## src/pkg/scdl_defines.vh

```
// Constants for the serial control DAC loader.
`ifndef SCDL_DEFINES_VH
`define SCDL_DEFINES_VH

// Width of one serial word and of the holding register.
`define SCDL_WORD_W 12
// Width of the per-frame serial clock counter.
`define SCDL_CNT_W 5
// Saturation value of the per-frame serial clock counter.
`define SCDL_CNT_MAX 5'h1F
// Fewest serial clock cycles that make a frame valid.
`define SCDL_MIN_CLKS 5'h03
// Serial clock cycles in a full word.
`define SCDL_WORD_CLKS 5'h0C
// Bit of the received word that programs the output mode.
`define SCDL_MODE_BIT 11
// Reset value of the control DAC holding register.
`define SCDL_DAC_RST 12'h000
// Reset value of the programmed output mode, low means grounded.
`define SCDL_MODE_RST 1'h0
// Number of pins that pass the input synchroniser.
`define SCDL_SYNC_W 5
// Synchroniser reset levels: enable high, all other pins low.
`define SCDL_SYNC_RST 5'h04
// Positions of the pins in the synchroniser vector.
`define SCDL_PIN_CLK 0
`define SCDL_PIN_DATA 1
`define SCDL_PIN_EN_N 2
`define SCDL_PIN_SEL 3
`define SCDL_PIN_SW 4

`endif

```

## src/verilog/scdl_sync.v

```verilog
// Three-stage pin synchroniser with agreement filter.
`timescale 1ns/100ps
`default_nettype none

module scdl_sync #(
   parameter W = 5,
   parameter [W-1:0] RST_VAL = {W{1'b0}}
) (
   // Clock and reset.
   input wire clock_i,
   input wire sys_rst_i,
   // Raw pins and filtered levels.
   input wire [W-1:0] async_i,
   output wire [W-1:0] level_o
);

   // ****************************************************************
   // Per-pin chain.
   // ****************************************************************
   genvar g;
   generate
      for (g = 0; g < W; g = g + 1) begin : g_pin
         reg s1_r;
         reg s2_r;
         reg s3_r;
         reg lvl_r;
         // The level follows the pin once stages two and three agree.
         always @(posedge clock_i or posedge sys_rst_i) begin
            if (sys_rst_i) begin
               s1_r <= RST_VAL[g];
               s2_r <= RST_VAL[g];
               s3_r <= RST_VAL[g];
               lvl_r <= RST_VAL[g];
            end else begin
               s1_r <= async_i[g];
               s2_r <= s1_r;
               s3_r <= s2_r;
               if (s2_r == s3_r) begin
                  lvl_r <= s3_r;
               end
            end
         end
         assign level_o[g] = lvl_r;
      end
   endgenerate

endmodule
`default_nettype wire

```

## src/verilog/scdl_loader.v

```verilog
// Serial control DAC loader: three-wire word load and output mode control.
//
// What this block does
// - Shift one data bit per rising clock
// - Enable falling edge starts a new load
// - Update DAC only on closing enable rise
// - Enable high: clock and data ignored
// - Mode select picks programmed or switch mode
`timescale 1ns/100ps
`default_nettype none
`include "scdl_defines.vh"

module scdl_loader (
   // Clock and reset.
   input wire clock_i,
   input wire sys_rst_i,
   // Serial load pins.
   input wire serial_bit_clk_i,
   input wire serial_data_in_i,
   input wire serial_load_enable_n_i,
   // Output mode pins.
   input wire output_mode_select_i,
   input wire output_mode_switch_i,
   // Control DAC word and mode.
   output wire [`SCDL_WORD_W-1:0] control_dac_output_o,
   output wire output_mode_normal_o,
   // Status.
   output wire load_busy_o,
   output wire dac_update_o,
   output wire frame_reject_o,
   output wire frame_overrun_o,
   output wire [`SCDL_CNT_W-1:0] frame_clk_count_o
);

   // ****************************************************************
   // States.
   // ****************************************************************
   localparam [0:0] ST_IDLE = 1'b0;
   localparam [0:0] ST_LOAD = 1'b1;

   // ****************************************************************
   // Pin synchronisation.
   // ****************************************************************
   wire [`SCDL_SYNC_W-1:0] pins_raw;
   wire [`SCDL_SYNC_W-1:0] pins_lvl;

   assign pins_raw = {output_mode_switch_i, output_mode_select_i, serial_load_enable_n_i,
                      serial_data_in_i, serial_bit_clk_i};

   scdl_sync #(
      .W(`SCDL_SYNC_W),
      .RST_VAL(`SCDL_SYNC_RST)
   ) u_sync (
      .clock_i(clock_i),
      .sys_rst_i(sys_rst_i),
      .async_i(pins_raw),
      .level_o(pins_lvl)
   );

   wire sclk_lvl;
   wire sdata_lvl;
   wire en_n_lvl;
   wire sel_lvl;
   wire sw_lvl;

   assign sclk_lvl = pins_lvl[`SCDL_PIN_CLK];
   assign sdata_lvl = pins_lvl[`SCDL_PIN_DATA];
   assign en_n_lvl = pins_lvl[`SCDL_PIN_EN_N];
   assign sel_lvl = pins_lvl[`SCDL_PIN_SEL];
   assign sw_lvl = pins_lvl[`SCDL_PIN_SW];

   // ****************************************************************
   // Edge detection.
   // ****************************************************************
   reg sclk_prev_r;
   reg en_n_prev_r;

   always @(posedge clock_i or posedge sys_rst_i) begin
      if (sys_rst_i) begin
         sclk_prev_r <= 1'b0;
         en_n_prev_r <= 1'b1;
      end else begin
         sclk_prev_r <= sclk_lvl;
         en_n_prev_r <= en_n_lvl;
      end
   end

   wire sclk_rise;
   wire en_fall;
   wire en_rise;

   assign sclk_rise = sclk_lvl & ~sclk_prev_r;
   assign en_fall = en_n_prev_r & ~en_n_lvl;
   assign en_rise = ~en_n_prev_r & en_n_lvl;

   // ****************************************************************
   // Registers.
   // ****************************************************************
   reg state_r;
   reg state_nxt;
   reg [`SCDL_WORD_W-1:0] shift_r;
   reg [`SCDL_WORD_W-1:0] shift_nxt;
   reg [`SCDL_CNT_W-1:0] cnt_r;
   reg [`SCDL_CNT_W-1:0] cnt_nxt;
   reg [`SCDL_WORD_W-1:0] hold_r;
   reg [`SCDL_WORD_W-1:0] hold_nxt;
   reg prog_mode_r;
   reg prog_mode_nxt;
   reg mode_out_r;
   reg mode_out_nxt;
   reg busy_r;
   reg busy_nxt;
   reg update_r;
   reg update_nxt;
   reg reject_r;
   reg reject_nxt;
   reg overrun_r;
   reg overrun_nxt;
   reg [`SCDL_CNT_W-1:0] last_cnt_r;
   reg [`SCDL_CNT_W-1:0] last_cnt_nxt;

   // ****************************************************************
   // Frame sequencing.
   // ****************************************************************
   always @* begin
      state_nxt = state_r;
      shift_nxt = shift_r;
      cnt_nxt = cnt_r;
      hold_nxt = hold_r;
      prog_mode_nxt = prog_mode_r;
      busy_nxt = busy_r;
      update_nxt = 1'b0;
      reject_nxt = 1'b0;
      overrun_nxt = overrun_r;
      last_cnt_nxt = last_cnt_r;
      case (state_r)
         ST_IDLE: begin
            // Clock and data are not looked at while enable is high.
            if (en_fall) begin
               state_nxt = ST_LOAD;
               cnt_nxt = {`SCDL_CNT_W{1'b0}};
               busy_nxt = 1'b1;
            end
         end
         ST_LOAD: begin
            if (en_rise) begin
               state_nxt = ST_IDLE;
               busy_nxt = 1'b0;
               last_cnt_nxt = cnt_r;
               overrun_nxt = (cnt_r > `SCDL_WORD_CLKS);
               if (cnt_r >= `SCDL_MIN_CLKS) begin
                  hold_nxt = shift_r;
                  prog_mode_nxt = shift_r[`SCDL_MODE_BIT];
                  update_nxt = 1'b1;
               end else begin
                  reject_nxt = 1'b1;
               end
            end else if (!en_n_lvl && sclk_rise) begin
               shift_nxt = {shift_r[`SCDL_WORD_W-2:0], sdata_lvl};
               if (cnt_r != `SCDL_CNT_MAX) begin
                  cnt_nxt = cnt_r + 5'h01;
               end
            end
         end
         default: begin
            state_nxt = ST_IDLE;
            busy_nxt = 1'b0;
         end
      endcase
   end

   // ****************************************************************
   // Output mode selection.
   // ****************************************************************
   always @* begin
      if (sel_lvl) begin
         mode_out_nxt = prog_mode_nxt;
      end else begin
         mode_out_nxt = sw_lvl;
      end
   end

   // ****************************************************************
   // State update.
   // ****************************************************************
   always @(posedge clock_i or posedge sys_rst_i) begin
      if (sys_rst_i) begin
         state_r <= ST_IDLE;
         shift_r <= {`SCDL_WORD_W{1'b0}};
         cnt_r <= {`SCDL_CNT_W{1'b0}};
         hold_r <= `SCDL_DAC_RST;
         prog_mode_r <= `SCDL_MODE_RST;
         mode_out_r <= 1'b0;
         busy_r <= 1'b0;
         update_r <= 1'b0;
         reject_r <= 1'b0;
         overrun_r <= 1'b0;
         last_cnt_r <= {`SCDL_CNT_W{1'b0}};
      end else begin
         state_r <= state_nxt;
         shift_r <= shift_nxt;
         cnt_r <= cnt_nxt;
         hold_r <= hold_nxt;
         prog_mode_r <= prog_mode_nxt;
         mode_out_r <= mode_out_nxt;
         busy_r <= busy_nxt;
         update_r <= update_nxt;
         reject_r <= reject_nxt;
         overrun_r <= overrun_nxt;
         last_cnt_r <= last_cnt_nxt;
      end
   end

   // ****************************************************************
   // Outputs.
   // ****************************************************************
   assign control_dac_output_o = hold_r;
   assign output_mode_normal_o = mode_out_r;
   assign load_busy_o = busy_r;
   assign dac_update_o = update_r;
   assign frame_reject_o = reject_r;
   assign frame_overrun_o = overrun_r;
   assign frame_clk_count_o = last_cnt_r;

endmodule
`default_nettype wire

```

## config.mk

```make
export PLATFORM = sky130hd
export DESIGN_NAME = scdl_loader
export DESIGN_NICKNAME = d
export VERILOG_FILES = /design/src/verilog/scdl_sync.v /design/src/verilog/scdl_loader.v
export VERILOG_INCLUDE_DIRS = /design/src /design/src/pkg
export SDC_FILE = /design/constraint.sdc
export NUM_CORES = 1
export LEC_CHECK = 0
export ABC_AREA = 1
export BUFFER_PORTS_ARGS = -buffer_cell sky130_fd_sc_hd__buf_2
export CELL_PAD_IN_SITES_DETAIL_PLACEMENT = 0
export CELL_PAD_IN_SITES_GLOBAL_PLACEMENT = 2
export CORE_MARGIN = 1.5
export CORE_UTILIZATION = 37
export CTS_BUF_LIST = sky130_fd_sc_hd__clkbuf_4 sky130_fd_sc_hd__clkbuf_8 sky130_fd_sc_hd__clkbuf_16
export DETAILED_ROUTE_END_ITERATION = 12
export PLACE_DENSITY = 0.87
export SLEW_MARGIN = 15
export SYNTH_ARGS = -nofsm -noshare
export SYNTH_HDL_FRONTEND = slang
export SYNTH_SLANG_ARGS = --single-unit
```

## constraint.sdc

```tcl
create_clock -name clock_i -period 2.4 [get_ports clock_i]
set_input_delay 0.12 -clock clock_i [delete_from_list [all_inputs] [get_ports clock_i]]
set_output_delay 0.12 -clock clock_i [all_outputs]
set_load 0.1 [all_outputs]
```

==> summary.md <==
| Metric | Value |
|---|---|
| Worst Path Max Fanout | `10` |
| Arr. time, crit path | `between 1.5 and 2 ns` |
| Final period util | `0.637` |
| Synth top cells by count | `58 x dfrtp_1, 53 x nand2_1, 22 x inv_1` |
| Synth area leaders | `dfrtp_1 61%, nand2_1 8.3%, dfstp_2 5.5%, o21ai_2 4.0%, inv_1 3.5%` |
| Global Route Usage Sum | `0.120` |
| Port buffer count | `28` |
| Post-route non-filler standard cell count | `between 300 and 400` |
| Core Footprint | `about 6300 sq um` |
| Post-Syn Instances | `a little over 200` |
| First-pass iteration count of the detailed router | `4` |
| Slew headroom | `0.584` |
| Crit-path slowest cell | `dfrtp_1` |
| Global-route wire length before repair | `6440 um` |
| CTS H-tree depth | `3` |
| Final WS setup | `around 0.87 ns` |
| Initial antenna violation count | `0` |
| Post-synth EDFFs | `0` |
| Antenna Nets Post-Route | `0` |
| Clk_skew | `roughly 0.0036 ns` |
| FF+latch count, synth | `63` |
| Cell Area, Synth | `between 2000 and 2500 sq um` |
| Postcts setup bufs | `0` |
| Nets | `around 260` |
| Largest net degree at the start of global routing | `37` |
| Post-synth top area share | `0.608` |
| Setup Crit Path Kind | `register to register` |
| Synth cell types | `27` |
| Clock Tree Buf Depth | `2` |
| Placed Instances | `307` |
| Total CTS buffers | `9` |
| Critical Path RT | `between 2 and 3 ns` |
| Max Fclk | `0.654 GHz` |
| Critical Path Sink Type | `register` |
| Most numerous cell in the Yosys netlist | `dfrtp_1` |
| Placement Setup Slack | `0.916 ns` |
| I/O Pins | `29` |
| Ys flop type | `dfrtp_1` |
| Share of cells above drive strength 1 | `0.294` |
| Syn Area/Cell | `roughly 12 sq um` |
| Clk sinks | `63` |
| Drt drc | `0` |
| Max Cap Viol | `0` |
| CTS clk-pin slew, worst paths | `roughly 0.06 ns` |
| Clock root buffer | `clkbuf_8` |
| CTS tree | `yes` |
| Max VDD drop | `between 600 and 700 uV` |
| PwrDens | `between 1000 and 1500 nW/um^2` |
| Antenna diodes | `0` |
| Iteration-0 DRC Markers | `just over 90` |
| Vias in the first global route | `about 1500` |
| Yosys warns | `0` |
| Syn Nets | `around 220` |
| Routability cong. | `~0.78` |
| Ys async rst share | `1.00` |
| Buf+Inv Stages, Crit Path | `1` |
| Leak | `around 0.0014 uW` |
| Final WL | `roughly 3700 um` |
| HPWL after DPL | `2360 um` |
| Final hold violations | `0` |
| Worst Max-Slew Pin Slew | `around 0.62 ns` |
| Most used cell, CP | `nand2_1` |
| Crit-path max cell delay | `~0.41 ns` |
| Setup TNS | `0 ns` |
| WL/cell | `between 10 and 15 um` |
| Final number of max-transition violations | `0` |
| Leading area contributor after synthesis | `dfrtp_1` |
| Total vias in the final route | `about 1400` |
| Critical-path cell list | `ha_1 > nand2_1 > nor2_1 > ha_1 > nand2_1 > nand3_4 > inv_1 > nand2_1 > nand2_1` |
| Final min period | `~1.5 ns` |
| Outcome | `finished clean` |
| Starting Density | `0.381` |
| Design Power | `between 3000 and 4000 uW` |
| Crit path launch type | `register` |
| DIE AREA | `6950 sq um` |
| Die W | `83.3 um` |
| DP Area | `approximately 2600 sq um` |
| Worst skew pair latency | `approximately 0.32 ns` |
| Congestion Overflow GR | `0` |
| Via-to-Cell Ratio | `roughly 4.4` |
| CP delay by family, top | `simple AND/OR/NAND/NOR gates` |
| Layout area overhead | `19.7%` |
| Number of core rows | `29` |
| RSZ-0062 raised after global routing | `false` |
| Final instance area | `between 2000 and 3000 sq um` |
| Hold Path Class | `register to register` |
| Final setup violation count | `0` |
| Seq/Total Area, Yosys | `0.663` |
| Die Ht | `83.3 um` |
-- state kept, by name (all words and copies together), names as in the netlist, 5 cells and up --
register              cells
shift_r                  12
u_sync.g_pin.s3_r         5
frame_clk_count_o         5
cnt_r                     5
u_sync.g_pin.lvl_r        5
u_sync.g_pin.s2_r         5
u_sync.g_pin.s1_r         5
control_dac_output_o     12
-- per-layer routing --
metal,GRT usage,up-vias,share of wire
met4,0.0864,0,0.023
met2,0.177,25,0.44
li1,-,727,-
met1,0.153,678,0.51
met3,0.0308,10,0.035
met5,0,-,0
-- cell families after synthesis --
family                   count (synthesis)  synth area share
AND/OR/NAND/NOR                         73             0.147
XOR/XNOR                                 1           0.00367
AO/OA/AOI/OAI                           32            0.0859
flip-flops                              63             0.663
buffers and inverters                   30            0.0644
adder cells (fa/ha/maj)                  8            0.0367
-- cell type report --
| class | instances | area, sq um |
|---|---|---|
| timing repair buffer | 35 | 220 |
| clock inverter | 3 | 40.0 |
| clock buffer | 13 | 173 |
| sequential | 63 | 1580 |
| inverter | 24 | 95.1 |
| tap | 77 | 96.3 |
| fill | 594 | 3420 |
| multi-input combinational | 114 | 652 |
-- power by group --
| group | internal, uW | switching (uW) | total, uW |
|---|---|---|---|
| combinational | 178 | 742 | 920 |
| sequential | 1220 | 104 | 1320 |
| clock | 573 | 371 | 944 |
| total | 1970 | 1220 | 3190 |
-- metrics by stage --
| stage | utilization | hold slack, ns |
|---|---|---|
| finish | 0.455 | 0.348 |
| global placement | 0.412 | 0.226 |
| global route | 0.455 | 0.358 |
| CTS | 0.455 | 0.350 |
| detailed placement | 0.412 | 0.226 |
| floorplan | - | 0.124 |
-- worst paths after layout --
| kind | depth (start not counted) | slack, ns | to | startpoint |
|---|---|---|---|---|
| max | 9 | 0.87 | cnt_r[3] | cnt_r[1] |
| min | 0 | 0.35 | u_sync.g_pin[0].s2_r | u_sync.g_pin[0].s1_r |
| max reg2reg | 9 | 0.87 | cnt_r[3] | cnt_r[1] |
| min reg2reg | 0 | 0.35 | u_sync.g_pin[0].s2_r | u_sync.g_pin[0].s1_r |
| max in group asynchronous | 4 | 1.39 | dac_update_o | sys_rst_i |
| min in group asynchronous | 3 | 0.42 | state_r | sys_rst_i |
-- layout by cell type (no fill, tap or decap) --
cell type / n
nand2_4: 1
clkbuf_4: 1
nand3_2: 3
clkinv_2: 2
inv_6: 1
ha_1: 3
nor2_8: 1
nor2_1: 6
a2bb2oi_1: 1
clkbuf_8: 12
o21ai_1: 8
nand2_1: 53
dlygate4sd3_1: 6
o21ai_0: 10
dfrtp_1: 58
a21oi_1: 2
nor2_2: 2
buf_12: 1
nand3_1: 2
maj3_1: 5
bufinv_16: 1
dfstp_2: 5
inv_2: 2
xor2_1: 1
nand2_2: 2
inv_1: 21
nand3b_1: 2
o21ai_2: 11
buf_2: 28
nand3_4: 1
-- repair_timing --
action                    in CTS  in global routing
hold endpoints to repair      27                  0
hold buffers                   6                  0
gates resized for setup        0                  0
Power figures use the tool's default switching activity.
